**src/ifd_pkg.sv**
```systemverilog
// decoder package: register map, byte codes, types
// assumes one core clock and an aligned byte stream
`default_nettype none

package ifd_pkg;

  ////////////////////////////////////////////////////////////////////////////
  // software register map
  localparam logic [3:0]  REG_CTRL        = 4'h0;
  localparam logic [3:0]  REG_STATUS      = 4'h1;
  localparam logic [3:0]  REG_COUNT       = 4'h2;
  localparam logic [3:0]  REG_LAST        = 4'h3;
  localparam int          CTRL_EN_BIT     = 0;
  localparam int          CTRL_DFLAG_BIT  = 1;
  localparam int          CTRL_MODE_LSB   = 2;
  localparam logic [15:0] CTRL_RESET      = 16'h0001;
  localparam logic [1:0]  MODE_REAL       = 2'h0;
  localparam logic [1:0]  MODE_PROT       = 2'h1;
  localparam logic [1:0]  MODE_V86        = 2'h2;

  ////////////////////////////////////////////////////////////////////////////
  // byte codes
  localparam logic [7:0]  PFX_OPSIZE      = 8'h66;
  localparam logic [7:0]  PFX_ADSIZE      = 8'h67;
  localparam logic [7:0]  PFX_LOCK        = 8'hf0;
  localparam logic [7:0]  PFX_SEG_ES      = 8'h26;
  localparam logic [7:0]  PFX_SEG_CS      = 8'h2e;
  localparam logic [7:0]  PFX_SEG_SS      = 8'h36;
  localparam logic [7:0]  PFX_SEG_DS      = 8'h3e;
  localparam logic [7:0]  PFX_SEG_FS      = 8'h64;
  localparam logic [7:0]  PFX_SEG_GS      = 8'h65;
  localparam logic [7:0]  OPC_ESCAPE      = 8'h0f;
  localparam logic [2:0]  RM_SIB          = 3'h4;
  localparam logic [2:0]  RM_D16_ONLY     = 3'h6;
  localparam logic [2:0]  BASE_D32_ONLY   = 3'h5;
  localparam logic [1:0]  MOD_REG         = 2'h3;
  localparam logic [2:0]  SEG3_LAST_VALID = 3'h5;

  ////////////////////////////////////////////////////////////////////////////
  // types
  typedef enum logic [2:0] {
    ST_OPC  = 3'b000,
    ST_OPC2 = 3'b001,
    ST_MODRM = 3'b010,
    ST_SIB  = 3'b011,
    ST_DISP = 3'b100,
    ST_IMM  = 3'b101
  } ifd_state_e;

  typedef enum logic [1:0] {
    IMM_NONE = 2'b00,
    IMM_BYTE = 2'b01,
    IMM_FULL = 2'b10,
    IMM_WORD = 2'b11
  } ifd_imm_e;

  typedef struct packed {
    logic     has_modrm;
    ifd_imm_e imm;
    logic     has_w;
    logic     has_d;
    logic     has_s;
    logic     has_cond;
    logic     has_seg2;
    logic     has_seg3;
    logic     has_opreg;
  } ifd_attr_s;

  typedef struct packed {
    logic [4:0]  length;
    logic        two_byte;
    logic [7:0]  opcode;
    logic        op32;
    logic        addr32;
    logic        lock;
    logic [1:0]  rep;
    logic        seg_ovr_valid;
    logic [2:0]  seg_ovr;
    logic        modrm_present;
    logic [1:0]  mode_field;
    logic [2:0]  reg_field;
    logic [2:0]  rm_field;
    logic        sib_present;
    logic [1:0]  scale;
    logic [2:0]  index;
    logic [2:0]  base;
    logic [2:0]  disp_len;
    logic [31:0] disp;
    logic [2:0]  imm_len;
    logic [31:0] imm;
    logic        w;
    logic        d;
    logic        s;
    logic        cond_valid;
    logic [3:0]  cond;
    logic        seg2_valid;
    logic [1:0]  seg_selector_two_bit;
    logic        seg3_valid;
    logic [2:0]  seg_selector_three_bit;
    logic [2:0]  dst_reg;
    logic        dst_high_byte;
    logic [3:0]  dst_byte_mask;
  } ifd_fields_s;

endpackage : ifd_pkg

`default_nettype wire

```
**src/ifd_decoder.sv**
```systemverilog
// instruction format decoder: one byte a cycle in, fields and length out
// assumes bytes start at an instruction boundary after reset, core clock
//
// Design decisions made here: the register addresses and the plain strobed port.
`default_nettype none

// Functional notes
// [RL1] opcode bytes then addressing, sib, disp, immediate
// [RL2] some addressing bytes pull in a sib byte
// [RL3] displacement of 8, 16 or 32 bits
// [RL4] immediate comes last and ends the instruction
// [RL5] extract width, direction and sign-extend bits
// [RL6] addressing byte splits into form and location
// [RL7] sib byte gives scale, index and base
// [RL8] two-bit and three-bit segment selectors
// [RL9] four-bit condition field
// [RL10] default sizes follow code segment size flag
// [RL11] real and v86 modes force 16-bit defaults
// [RL12] size prefixes toggle operand and address size
// [RL13] size prefixes act on one instruction only
// [RL14] prefix order never changes the result; here the last of two segment or two rep prefixes wins
// [RL15] narrow results keep upper bits
// [RL16] width bit picks byte or full size
// [RL17] 32-bit forms available in every mode
// [RL18] three-bit selector names eight registers
// [RL19] byte selectors 100-111 pick high bytes
// [RL20] segment codes 110 and 111 are invalid
// [RL21] sib follows location 100 under 32-bit addressing
// [RL22] report length and fields per instruction
module ifd_decoder
  import ifd_pkg::*;
(
  input  wire logic        clk_sys,
  input  wire logic        reset,
  input  wire logic        ce,
  input  wire logic [3:0]  reg_addr,
  input  wire logic [15:0] reg_wdata,
  input  wire logic        reg_wr,
  input  wire logic        reg_rd,
  output logic      [15:0] reg_rdata,
  input  wire logic        byte_valid,
  input  wire logic [7:0]  byte_data,
  output logic             byte_ready,
  output logic             dec_valid,
  output var ifd_fields_s  dec_fields
);

  ////////////////////////////////////////////////////////////////////////////
  // state

  typedef struct packed {
    ifd_state_e  state;
    ifd_attr_s   attr;
    logic        pfx_opsize;
    logic        pfx_adsize;
    logic [1:0]  cnt;
    ifd_fields_s work;
    logic [15:0] ctrl;
    logic [15:0] count;
    logic [15:0] rdata;
    logic        ready;
    logic        out_valid;
    ifd_fields_s out;
  } ifd_regs_s;

  ifd_regs_s r_ff;
  ifd_regs_s nxt_r;
  ifd_attr_s cls_attr;

  ifd_opc_class u_class (
    .two_byte (r_ff.state == ST_OPC2),
    .opc      (byte_data),
    .attr     (cls_attr)
  );

  ////////////////////////////////////////////////////////////////////////////
  // helpers

  function automatic logic [2:0] disp_bytes(input logic a32, input logic [1:0] md,
                                            input logic [2:0] rm, input logic [2:0] base,
                                            input logic sib);
    logic [2:0] n;
    n = 3'h0;
    if (md == 2'b01) begin
      n = 3'h1; // RL3
    end else if (md == 2'b10) begin
      n = a32 ? 3'h4 : 3'h2; // RL3
    end else if (md == 2'b00) begin
      if (!a32 && rm == RM_D16_ONLY) begin
        n = 3'h2;
      end else if (a32 && !sib && rm == BASE_D32_ONLY) begin
        n = 3'h4;
      end else if (a32 && sib && base == BASE_D32_ONLY) begin
        n = 3'h4;
      end
    end
    return n;
  endfunction : disp_bytes

  function automatic logic [2:0] imm_bytes(input ifd_imm_e k, input logic op32);
    logic [2:0] n;
    case (k)
      IMM_BYTE: n = 3'h1;
      IMM_FULL: n = op32 ? 3'h4 : 3'h2; // RL17
      IMM_WORD: n = 3'h2;
      default:  n = 3'h0;
    endcase
    return n;
  endfunction : imm_bytes

  // bytes a write may touch
  function automatic logic [3:0] dst_mask(input logic w, input logic op32, input logic [2:0] sel);
    logic [3:0] m;
    if (!w) begin
      m = sel[2] ? 4'h2 : 4'h1; // RL19
    end else begin
      m = op32 ? 4'hf : 4'h3; // RL16
    end
    return m; // RL15
  endfunction : dst_mask

  ////////////////////////////////////////////////////////////////////////////
  // next state

  always_comb begin
    logic       take;
    logic       done;
    logic       dflag;
    logic [2:0] nd;
    logic [2:0] ni;
    logic [2:0] sel;
    nxt_r = r_ff;
    take  = 1'b0;
    done  = 1'b0;
    dflag = 1'b0;
    nd    = 3'h0;
    ni    = 3'h0;
    sel   = 3'h0;
    nxt_r.out_valid = 1'b0;
    nxt_r.ready     = r_ff.ctrl[CTRL_EN_BIT];

    // real and v86 modes have no descriptor: flag reads 0
    dflag = (r_ff.ctrl[CTRL_MODE_LSB +: 2] == MODE_PROT) & r_ff.ctrl[CTRL_DFLAG_BIT]; // RL10 RL11
    // toggles commute: order is moot
    nxt_r.work.op32   = dflag ^ r_ff.pfx_opsize; // RL12 RL14
    nxt_r.work.addr32 = dflag ^ r_ff.pfx_adsize; // RL12 RL14

    // read data stands one cycle only
    nxt_r.rdata = 16'h0000;
    if (reg_wr && reg_addr == REG_CTRL) begin
      nxt_r.ctrl = reg_wdata;
    end
    if (reg_rd) begin
      case (reg_addr)
        REG_CTRL:   nxt_r.rdata = r_ff.ctrl;
        REG_STATUS: nxt_r.rdata = {12'h000, r_ff.state, r_ff.state != ST_OPC};
        REG_COUNT:  nxt_r.rdata = r_ff.count;
        REG_LAST:   nxt_r.rdata = {9'h000, r_ff.out.addr32, r_ff.out.op32, r_ff.out.length};
        default:    nxt_r.rdata = 16'h0000;
      endcase
    end

    take = byte_valid & r_ff.ready;
    if (take) begin
      nxt_r.work.length = r_ff.work.length + 5'h01;
      case (r_ff.state)
        ST_OPC, ST_OPC2: begin
          if (r_ff.state == ST_OPC && (byte_data == PFX_OPSIZE)) begin
            nxt_r.pfx_opsize = 1'b1; // RL13
          end else if (r_ff.state == ST_OPC && byte_data == PFX_ADSIZE) begin
            nxt_r.pfx_adsize = 1'b1; // RL13
          end else if (r_ff.state == ST_OPC && byte_data == PFX_LOCK) begin
            nxt_r.work.lock = 1'b1; // RL14
          end else if (r_ff.state == ST_OPC && byte_data[7:1] == 7'b1111001) begin
            nxt_r.work.rep = {1'b1, byte_data[0]};
          end else if (r_ff.state == ST_OPC &&
                       (byte_data == PFX_SEG_ES || byte_data == PFX_SEG_CS ||
                        byte_data == PFX_SEG_SS || byte_data == PFX_SEG_DS)) begin
            nxt_r.work.seg_ovr_valid = 1'b1;
            nxt_r.work.seg_ovr       = {1'b0, byte_data[4:3]};
          end else if (r_ff.state == ST_OPC &&
                       (byte_data == PFX_SEG_FS || byte_data == PFX_SEG_GS)) begin
            nxt_r.work.seg_ovr_valid = 1'b1;
            nxt_r.work.seg_ovr       = {2'b10, byte_data[0]};
          end else if (r_ff.state == ST_OPC && byte_data == OPC_ESCAPE) begin
            nxt_r.work.two_byte = 1'b1; // RL1
            nxt_r.state         = ST_OPC2;
          end else begin
            nxt_r.attr        = cls_attr;
            nxt_r.work.opcode = byte_data;
            nxt_r.work.w      = cls_attr.has_w ? byte_data[0] : 1'b1; // RL5
            nxt_r.work.d      = cls_attr.has_d & byte_data[1]; // RL5
            nxt_r.work.s      = cls_attr.has_s & byte_data[1]; // RL5
            nxt_r.work.cond_valid = cls_attr.has_cond;
            nxt_r.work.cond   = byte_data[3:0]; // RL9
            nxt_r.work.seg2_valid = cls_attr.has_seg2;
            nxt_r.work.seg_selector_two_bit = byte_data[4:3]; // RL8
            nxt_r.work.reg_field = byte_data[2:0]; // RL18
            ni = imm_bytes(cls_attr.imm, nxt_r.work.op32);
            nxt_r.work.imm_len = ni;
            nxt_r.cnt = 2'h0;
            if (cls_attr.has_modrm) begin
              nxt_r.state = ST_MODRM; // RL1
            end else if (ni != 3'h0) begin
              nxt_r.state = ST_IMM;
            end else begin
              done = 1'b1;
            end
          end
        end
        ST_MODRM: begin
          nxt_r.work.modrm_present = 1'b1;
          nxt_r.work.mode_field    = byte_data[7:6]; // RL6
          nxt_r.work.reg_field     = byte_data[5:3]; // RL6
          nxt_r.work.rm_field      = byte_data[2:0]; // RL6
          nxt_r.work.seg_selector_three_bit = byte_data[5:3]; // RL8
          nxt_r.work.seg3_valid = r_ff.attr.has_seg3 &
                                  (byte_data[5:3] <= SEG3_LAST_VALID); // RL20
          nd = disp_bytes(r_ff.work.addr32, byte_data[7:6], byte_data[2:0], 3'h0, 1'b0);
          if (r_ff.work.addr32 && byte_data[2:0] == RM_SIB && byte_data[7:6] != MOD_REG) begin
            nxt_r.state = ST_SIB; // RL2 RL21
          end else if (nd != 3'h0) begin
            nxt_r.work.disp_len = nd;
            nxt_r.state = ST_DISP; // RL3
          end else if (r_ff.work.imm_len != 3'h0) begin
            nxt_r.state = ST_IMM;
          end else begin
            done = 1'b1;
          end
        end
        ST_SIB: begin
          nxt_r.work.sib_present = 1'b1;
          nxt_r.work.scale = byte_data[7:6]; // RL7
          nxt_r.work.index = byte_data[5:3]; // RL7
          nxt_r.work.base  = byte_data[2:0]; // RL7
          nd = disp_bytes(1'b1, r_ff.work.mode_field, RM_SIB, byte_data[2:0], 1'b1); // RL2
          nxt_r.work.disp_len = nd;
          if (nd != 3'h0) begin
            nxt_r.state = ST_DISP; // RL3
          end else if (r_ff.work.imm_len != 3'h0) begin
            nxt_r.state = ST_IMM;
          end else begin
            done = 1'b1;
          end
        end
        ST_DISP: begin
          nxt_r.work.disp[8*r_ff.cnt +: 8] = byte_data; // RL3
          nxt_r.cnt = r_ff.cnt + 2'h1;
          if ({1'b0, r_ff.cnt} == r_ff.work.disp_len - 3'h1) begin
            nxt_r.cnt = 2'h0;
            if (r_ff.work.imm_len != 3'h0) begin
              nxt_r.state = ST_IMM; // RL4
            end else begin
              done = 1'b1;
            end
          end
        end
        ST_IMM: begin
          nxt_r.work.imm[8*r_ff.cnt +: 8] = byte_data;
          nxt_r.cnt = r_ff.cnt + 2'h1;
          if ({1'b0, r_ff.cnt} == r_ff.work.imm_len - 3'h1) begin
            done = 1'b1; // RL4
          end
        end
        default: begin
          nxt_r.state = ST_OPC;
        end
      endcase
    end

    if (done) begin
      // rm names the target only when d is clear and mod says register
      sel = (r_ff.attr.has_modrm && !nxt_r.work.d && nxt_r.work.mode_field == MOD_REG) ?
            nxt_r.work.rm_field : nxt_r.work.reg_field; // RL18
      nxt_r.work.dst_reg       = (nxt_r.work.w) ? sel : {1'b0, sel[1:0]}; // RL19
      nxt_r.work.dst_high_byte = ~nxt_r.work.w & sel[2]; // RL19
      nxt_r.work.dst_byte_mask = dst_mask(nxt_r.work.w, nxt_r.work.op32, sel); // RL15 RL16
      nxt_r.out       = nxt_r.work; // RL22
      nxt_r.out_valid = 1'b1; // RL22
      nxt_r.count     = r_ff.count + 16'h0001;
      nxt_r.state     = ST_OPC;
      nxt_r.cnt       = 2'h0;
      nxt_r.attr      = '0;
      nxt_r.work      = '0;
      // prefixes die with their instruction
      nxt_r.pfx_opsize = 1'b0; // RL13
      nxt_r.pfx_adsize = 1'b0; // RL13
      nxt_r.work.op32   = dflag;
      nxt_r.work.addr32 = dflag;
    end
  end

  ////////////////////////////////////////////////////////////////////////////
  // registers

  // ce low freezes all, the software port too
  always_ff @(posedge clk_sys) begin
    if (reset) begin
      r_ff      <= '0;
      r_ff.ctrl <= CTRL_RESET;
    end else if (ce) begin
      r_ff <= nxt_r;
    end
  end

  assign reg_rdata  = r_ff.rdata;
  assign byte_ready = r_ff.ready;
  assign dec_valid  = r_ff.out_valid;
  assign dec_fields = r_ff.out;

endmodule : ifd_decoder

`default_nettype wire

```
**src/ifd_opc_class.sv**
```systemverilog
// opcode class table: fields after an opcode, meaningful opcode bits
// assumes the caller flags bytes after the escape; combinational
`default_nettype none

module ifd_opc_class
  import ifd_pkg::*;
(
  input  wire logic       two_byte,
  input  wire logic [7:0] opc,
  output var ifd_attr_s   attr
);

  // common classes only; unknown one-byte codes decode as bare opcodes, unknown two-byte codes take an addressing byte
  always_comb begin
    attr = '0;
    if (!two_byte) begin
      if (opc[7:6] == 2'b00 && opc[2:1] != 2'b11) begin
        attr.has_modrm = ~opc[2];
        attr.imm       = opc[2] ? (opc[0] ? IMM_FULL : IMM_BYTE) : IMM_NONE;
        attr.has_w     = 1'b1;
        attr.has_d     = ~opc[2];
      end else if (opc[7:6] == 2'b00) begin
        attr.has_seg2 = ~opc[5];
      end else if (opc[7:5] == 3'b010 || opc[7:4] == 4'h9 || opc[7:4] == 4'hb) begin
        attr.has_opreg = 1'b1;
        attr.has_w     = opc[7:4] == 4'hb;
        attr.imm       = opc[7:4] != 4'hb ? IMM_NONE : (opc[3] ? IMM_FULL : IMM_BYTE);
      end else if (opc[7:4] == 4'h7) begin
        attr.imm      = IMM_BYTE;
        attr.has_cond = 1'b1;
      end else if (opc[7:2] == 6'b011010) begin
        attr.has_modrm = opc[0];
        attr.imm       = opc[1] ? IMM_BYTE : IMM_FULL;
        attr.has_s     = 1'b1;
      end else if (opc[7:2] == 6'b100000) begin
        attr.has_modrm = 1'b1;
        attr.imm       = opc[1:0] == 2'b01 ? IMM_FULL : IMM_BYTE;
        attr.has_w     = 1'b1;
        attr.has_s     = 1'b1;
      end else if (opc[7:4] == 4'h8) begin
        attr.has_modrm = 1'b1;
        attr.has_w     = ~opc[3] | ~opc[2];
        attr.has_d     = opc[3] & ~opc[2];
        attr.has_seg3  = opc == 8'h8c || opc == 8'h8e;
      end else if (opc[7:1] == 7'b1010100 || opc[7:1] == 7'b1100011) begin
        attr.has_modrm = opc[6];
        attr.imm       = opc[0] ? IMM_FULL : IMM_BYTE;
        attr.has_w     = 1'b1;
      end else if (opc[7:1] == 7'b1100000 || opc[7:2] == 6'b110100) begin
        attr.has_modrm = 1'b1;
        attr.imm       = opc[4] ? IMM_NONE : IMM_BYTE;
        attr.has_w     = 1'b1;
      end else if (opc == 8'hc2 || opc == 8'hca) begin
        attr.imm = IMM_WORD;
      end else if (opc == 8'he8 || opc == 8'he9) begin
        attr.imm = IMM_FULL;
      end else if (opc == 8'heb || opc[7:2] == 6'b111000) begin
        attr.imm = IMM_BYTE;
      end else if (opc[7:1] == 7'b1111011 || opc[7:1] == 7'b1111111) begin
        attr.has_modrm = 1'b1;
        attr.has_w     = 1'b1;
      end
    end else begin
      if (opc[7:4] == 4'h8) begin
        attr.imm      = IMM_FULL;
        attr.has_cond = 1'b1;
      end else if (opc[7:4] == 4'h9) begin
        attr.has_modrm = 1'b1;
        attr.has_cond  = 1'b1;
      end else if (opc[7:3] == 5'b11001 || opc == 8'h06 || opc == 8'h08 || opc == 8'h09) begin
        attr.has_opreg = opc[7];
      end else if (opc[7:1] == 7'b1010000 || opc[7:1] == 7'b1010100) begin
        attr.has_seg3 = 1'b1;
      end else begin
        attr.has_modrm = 1'b1;
        attr.imm       = (opc == 8'ha4 || opc == 8'hac || opc == 8'hba) ? IMM_BYTE : IMM_NONE;
      end
    end
  end

endmodule : ifd_opc_class

`default_nettype wire

```
**config.mk**
```make
export PLATFORM = sky130hd
export DESIGN_NAME = ifd_decoder
export DESIGN_NICKNAME = d
export VERILOG_FILES = /design/src/ifd_pkg.sv /design/src/ifd_decoder.sv /design/src/ifd_opc_class.sv
export SDC_FILE = /design/constraint.sdc
export NUM_CORES = 1
export LEC_CHECK = 0
export BUFFER_PORTS_ARGS = -buffer_cell sky130_fd_sc_hd__buf_4
export CAP_MARGIN = 20
export CORE_MARGIN = 2
export CORE_UTILIZATION = 60
export DETAILED_ROUTE_END_ITERATION = 6
export PLACE_DENSITY = 0.92
export SYNTH_ARGS = -nofsm -noshare
export SYNTH_HDL_FRONTEND = slang
export SYNTH_HIERARCHICAL = 1
export SYNTH_SLANG_ARGS = --single-unit
export TNS_END_PERCENT = 5
```
**constraint.sdc**
```tcl
create_clock -name clk_sys -period 9.65 [get_ports clk_sys]
set_input_delay 0.965 -clock clk_sys [delete_from_list [all_inputs] [get_ports clk_sys]]
set_output_delay 0.965 -clock clk_sys [all_outputs]
set_load 0.1 [all_outputs]
```
**Word level (Yosys, flattened, before mapping)**

Cells that the tools add are included.

- Flip-flop bits (word level): 318
- Input port bits: 34
- Output and inout port bits: 152

- Add/subtract/negate cells: 6
- Magnitude comparators: 1
- Equality and inequality tests: 83
- Shift operators: 2
- Mux-type cells: 217
- Bitwise operators: 14
- Reductions and logical operators: 58

Operators by type and width:

| kind | count |
|---|---|
| $mux 3 | 71 |
| $mux 151 | 1 |
| $mux 135 | 1 |
| $mux 110 | 1 |
| $eq 8x8->1 const B | 11 |
| $mux 11 | 8 |
| $mux 13 | 6 |
| $mux 9 | 8 |
| $mux 4 | 17 |
| $bwmux 32 | 2 |
| $mux 32 | 2 |
| $pmux 16 s4 | 1 |
| $mux 1 | 53 |
| $mux 2 | 26 |
| $eq 7x7->1 const B | 7 |
| $mux 7 | 6 |
| $neg 5->34 | 1 |
| $shift 8x34->32 const A | 1 |
| $shiftx 8x34->32 | 1 |
| $eq 8x6->1 const B | 4 |
| $eq 8x7->1 const B | 4 |
| $mux 31 | 1 |
| $eq 8x4->1 const B | 3 |
| $ne 3x3->1 const B | 8 |
| 53 further kinds | 137 |

**Logic depth before layout (Yosys ltp)**

- Word-level depth: 58
- Mapped depth: 17
- Mapped depth without buffers: 12

**By module**

Netlist, hierarchy kept.

By module, submodules not included:

| module | times used | cells an instance | area each (um^2) |
|---|---|---|---|
| ifd_decoder | 1 | 1832 | 15154.5 |
| ifd_opc_class | 1 | 113 | 695.7 |

**Worst setup path after synthesis**

Ideal clock, no wire load.

- Path kind: input to register
- Start point: input byte_data[3]
- End point: register r_ff, in the netlist dec_fields[100]
- Library setup time: 91 ps
- Arrival: 4054 ps
- Data required time: 9559 ps
- Path slack: 5505 ps
- Stages on the path: 16
- Cell sequence: clkbuf_1 buf_2 nor2_1 nand3b_1 a41oi_1 a21oi_1 o31ai_2 or4_1 or3_1 o31a_1 buf_4 a21oi_4 buf_2 buf_2 nor2_1 a311oi_1

RTL lines:

| what | RTL line | RTL |
|---|---|---|
| start, declared | ifd_decoder.sv:42 | `input wire logic [7:0] byte_data,` |
| end signal, assigned | ifd_decoder.sv:302 | `r_ff <= nxt_r;` |
| end, declared | ifd_decoder.sv:66 | `ifd_regs_s r_ff;` |

==> results.cfg <==
[run_status]
run_status = complete, but fails checks
violations = design-rule violations

[global_route]
grt_use_total_pct = 31.0
grt_pass1_wl_mm = 71.2
antenna_found_initial = 0
grt_max_degree = 172
grt-ovfl-total = 0
grt_pass1_vias = 13800

[critical_path]
critPathMaxStageDelay_ns = 0.62
reg2regPathDepth = 14
cp_data_arrival_time_ns = 5.56
cp_cell_sequence = buf_4 > nand2_2 > or3_4 > o32ai_4 > a21o_1 > o31ai_2 > or4_1 > or3_1 > o31a_1 > a21oi_4 > buf_12 > nor2_1 > a311oi_1
critPathRequiredTime_ns = 10.05
path_max_fanout = 171
crit_path_end_kind = flop
cpMaxStageDelayCell = a21oi_4
start_kind = input pin
crit_type = input pin to flop

[cells_and_area]
regArea_um2 = 6350
nets = 1926
fill_cells = 2052
multi_input_area_um2 = 7330
syn2layout_area_growth_pct = 8.85
diodes = 0
final_layout_size_suffix_gt1_share_pct = 15.8

[drt]
wl_mm = 44.7
drt-initial-drc-count = 1941
drcViolationCount = 6
final_antenna_net_count = 0
vias_per_cell = 6.50
wire_per_inst_um = 20.0
dr.pass1.iters = 7
vias = 14500

[power_and_ir_drop]
vdd_ir_drop_max_v = 0.000175
power.density_nw_per_um2 = 181
leakagePower_nw = 5.83

[worst_hold_path]
min_path_type = flop to flop
holdPathStages = 2

[floorplan]
dieArea_um2 = 27700
die_y_um = 166
fp.coreArea_um2 = 26000
io_pins = 186
die_w_um = 166
rows = 59
initial_core_util_pct = 60.9

[sta]
relSlewSlack_pct = 19.0
hold_violations = 0
setup_tns_ns = 0
worst_pin_slew_ns = 1.20
post-route-min-period_ns = 5.16
min_period_over_period_pct = 53.5
setup_viol = 0
fmax_mhz = 194
skew_ns = 0.0142
worst_slack_ns = 4.49
rsz0062_at_grt = false
maxSlewViolCount = 0

[cts]
path_clk_slew_ns = 0.06
clock_latency_ns = 0.51
ctsResizeCount = 0
htreeDepth = 2
clk_path_buf_depth = 3
ctsRootBufferMaster = clkbuf_16
postCtsSetupBuffers = 0
cts_sinks = 317
ctsHoldBuffers = 0
cts_tree = yes
cts_made_buffers = 34

[synth]
syn_avg_cell_area_um2 = 8.15
synth_warnings = 6
synthesis.nets = 1986
synth_area_um2 = 15800
syn_inst = 1942

[job]
drv_cap = 0

[place]
gp_congestion = 0.915
hpwl_mm = 28.7
port_buffers = 185
pre_cts_slack_ns = 4.07
worst paths after layout:
check                                       startpoint                           to  slack [ns]
worst max-delay path                      byte_data[7]  dec_fields[96]$_SDFFE_PP0P_        4.49
worst max register to register  r_ff[332]$_SDFFE_PP0P_  dec_fields[96]$_SDFFE_PP0P_        4.74
worst min register to register  r_ff[172]$_SDFFE_PP0P_       r_ff[172]$_SDFFE_PP0P_        0.46
worst min-delay path            r_ff[172]$_SDFFE_PP0P_       r_ff[172]$_SDFFE_PP0P_        0.46
final cells by class:
| class | instances | area share [%] |
|---|---|---|
| repair buffers | 208 | 9.21 |
| clock buffers | 46 | 5.67 |
| multi-input cells | 1222 | 42.5 |
| well taps | 335 | 2.43 |
| inverters | 99 | 2.16 |
| clock inverters | 13 | 1.19 |
| flip-flops and latches | 317 | 36.8 |
per-stage QoR:
stage	area [µm²]	util, %	total power [mW]	hold slack (ns)	std cells
after global routing	17200	66.3	3.20	0.469	2240
after floorplan	15800	-	1.70	0.431	1942
after CTS	17200	66.2	3.12	0.454	2238
after global placement	16000	61.7	1.75	0.444	2178
final	17200	66.3	3.12	0.456	2240
after detailed placement	16000	61.7	1.76	0.448	2179
cell usage in the layout, fill, tap and decap left out, types with 16 or more instances in the layout:
master	instances
dfxtp_1	317
nor2_1	228
nand2_1	213
buf_4	205
a21oi_1	106
inv_1	95
nand3_1	95
o32ai_1	75
nor3_1	69
a311oi_1	58
clkbuf_16	35
a211oi_1	34
o21ai_0	30
a22oi_1	21
nor3b_1	16
where the power goes:
part	leakage (nW)	total, mW	switching (mW)	internal (mW)
Clock	0.572	1.38	0.537	0.846
Combinational	2.70	0.391	0.305	0.0861
Sequential	2.56	1.35	0.0165	1.33
worst max-delay path, delay by kind of cell:
kind | cells | cell delay (ns)
AO/OA/AOI/OAI | 6 | 1.98
AND/OR/NAND/NOR | 5 | 1.50
buffers and inverters | 2 | 0.89
registers in the layout (all words and copies together) (netlist names):
name,flops
dec_valid,1
r_ff,165
byte_ready,1
reg_rdata,16
dec_fields,133
nxt_r,1
metal layers:
layer / vias up / wire, µm / global-route usage (%)
met1: 6830 / 17100 / 39.4
met2: 891 / 21300 / 52.4
li1: 6650 / - / -
met4: 0 / 1870 / 12.7
met3: 178 / 4470 / 5.20
met5: - / 0 / 0
No activity file was read; power rests on OpenSTA's default activity.
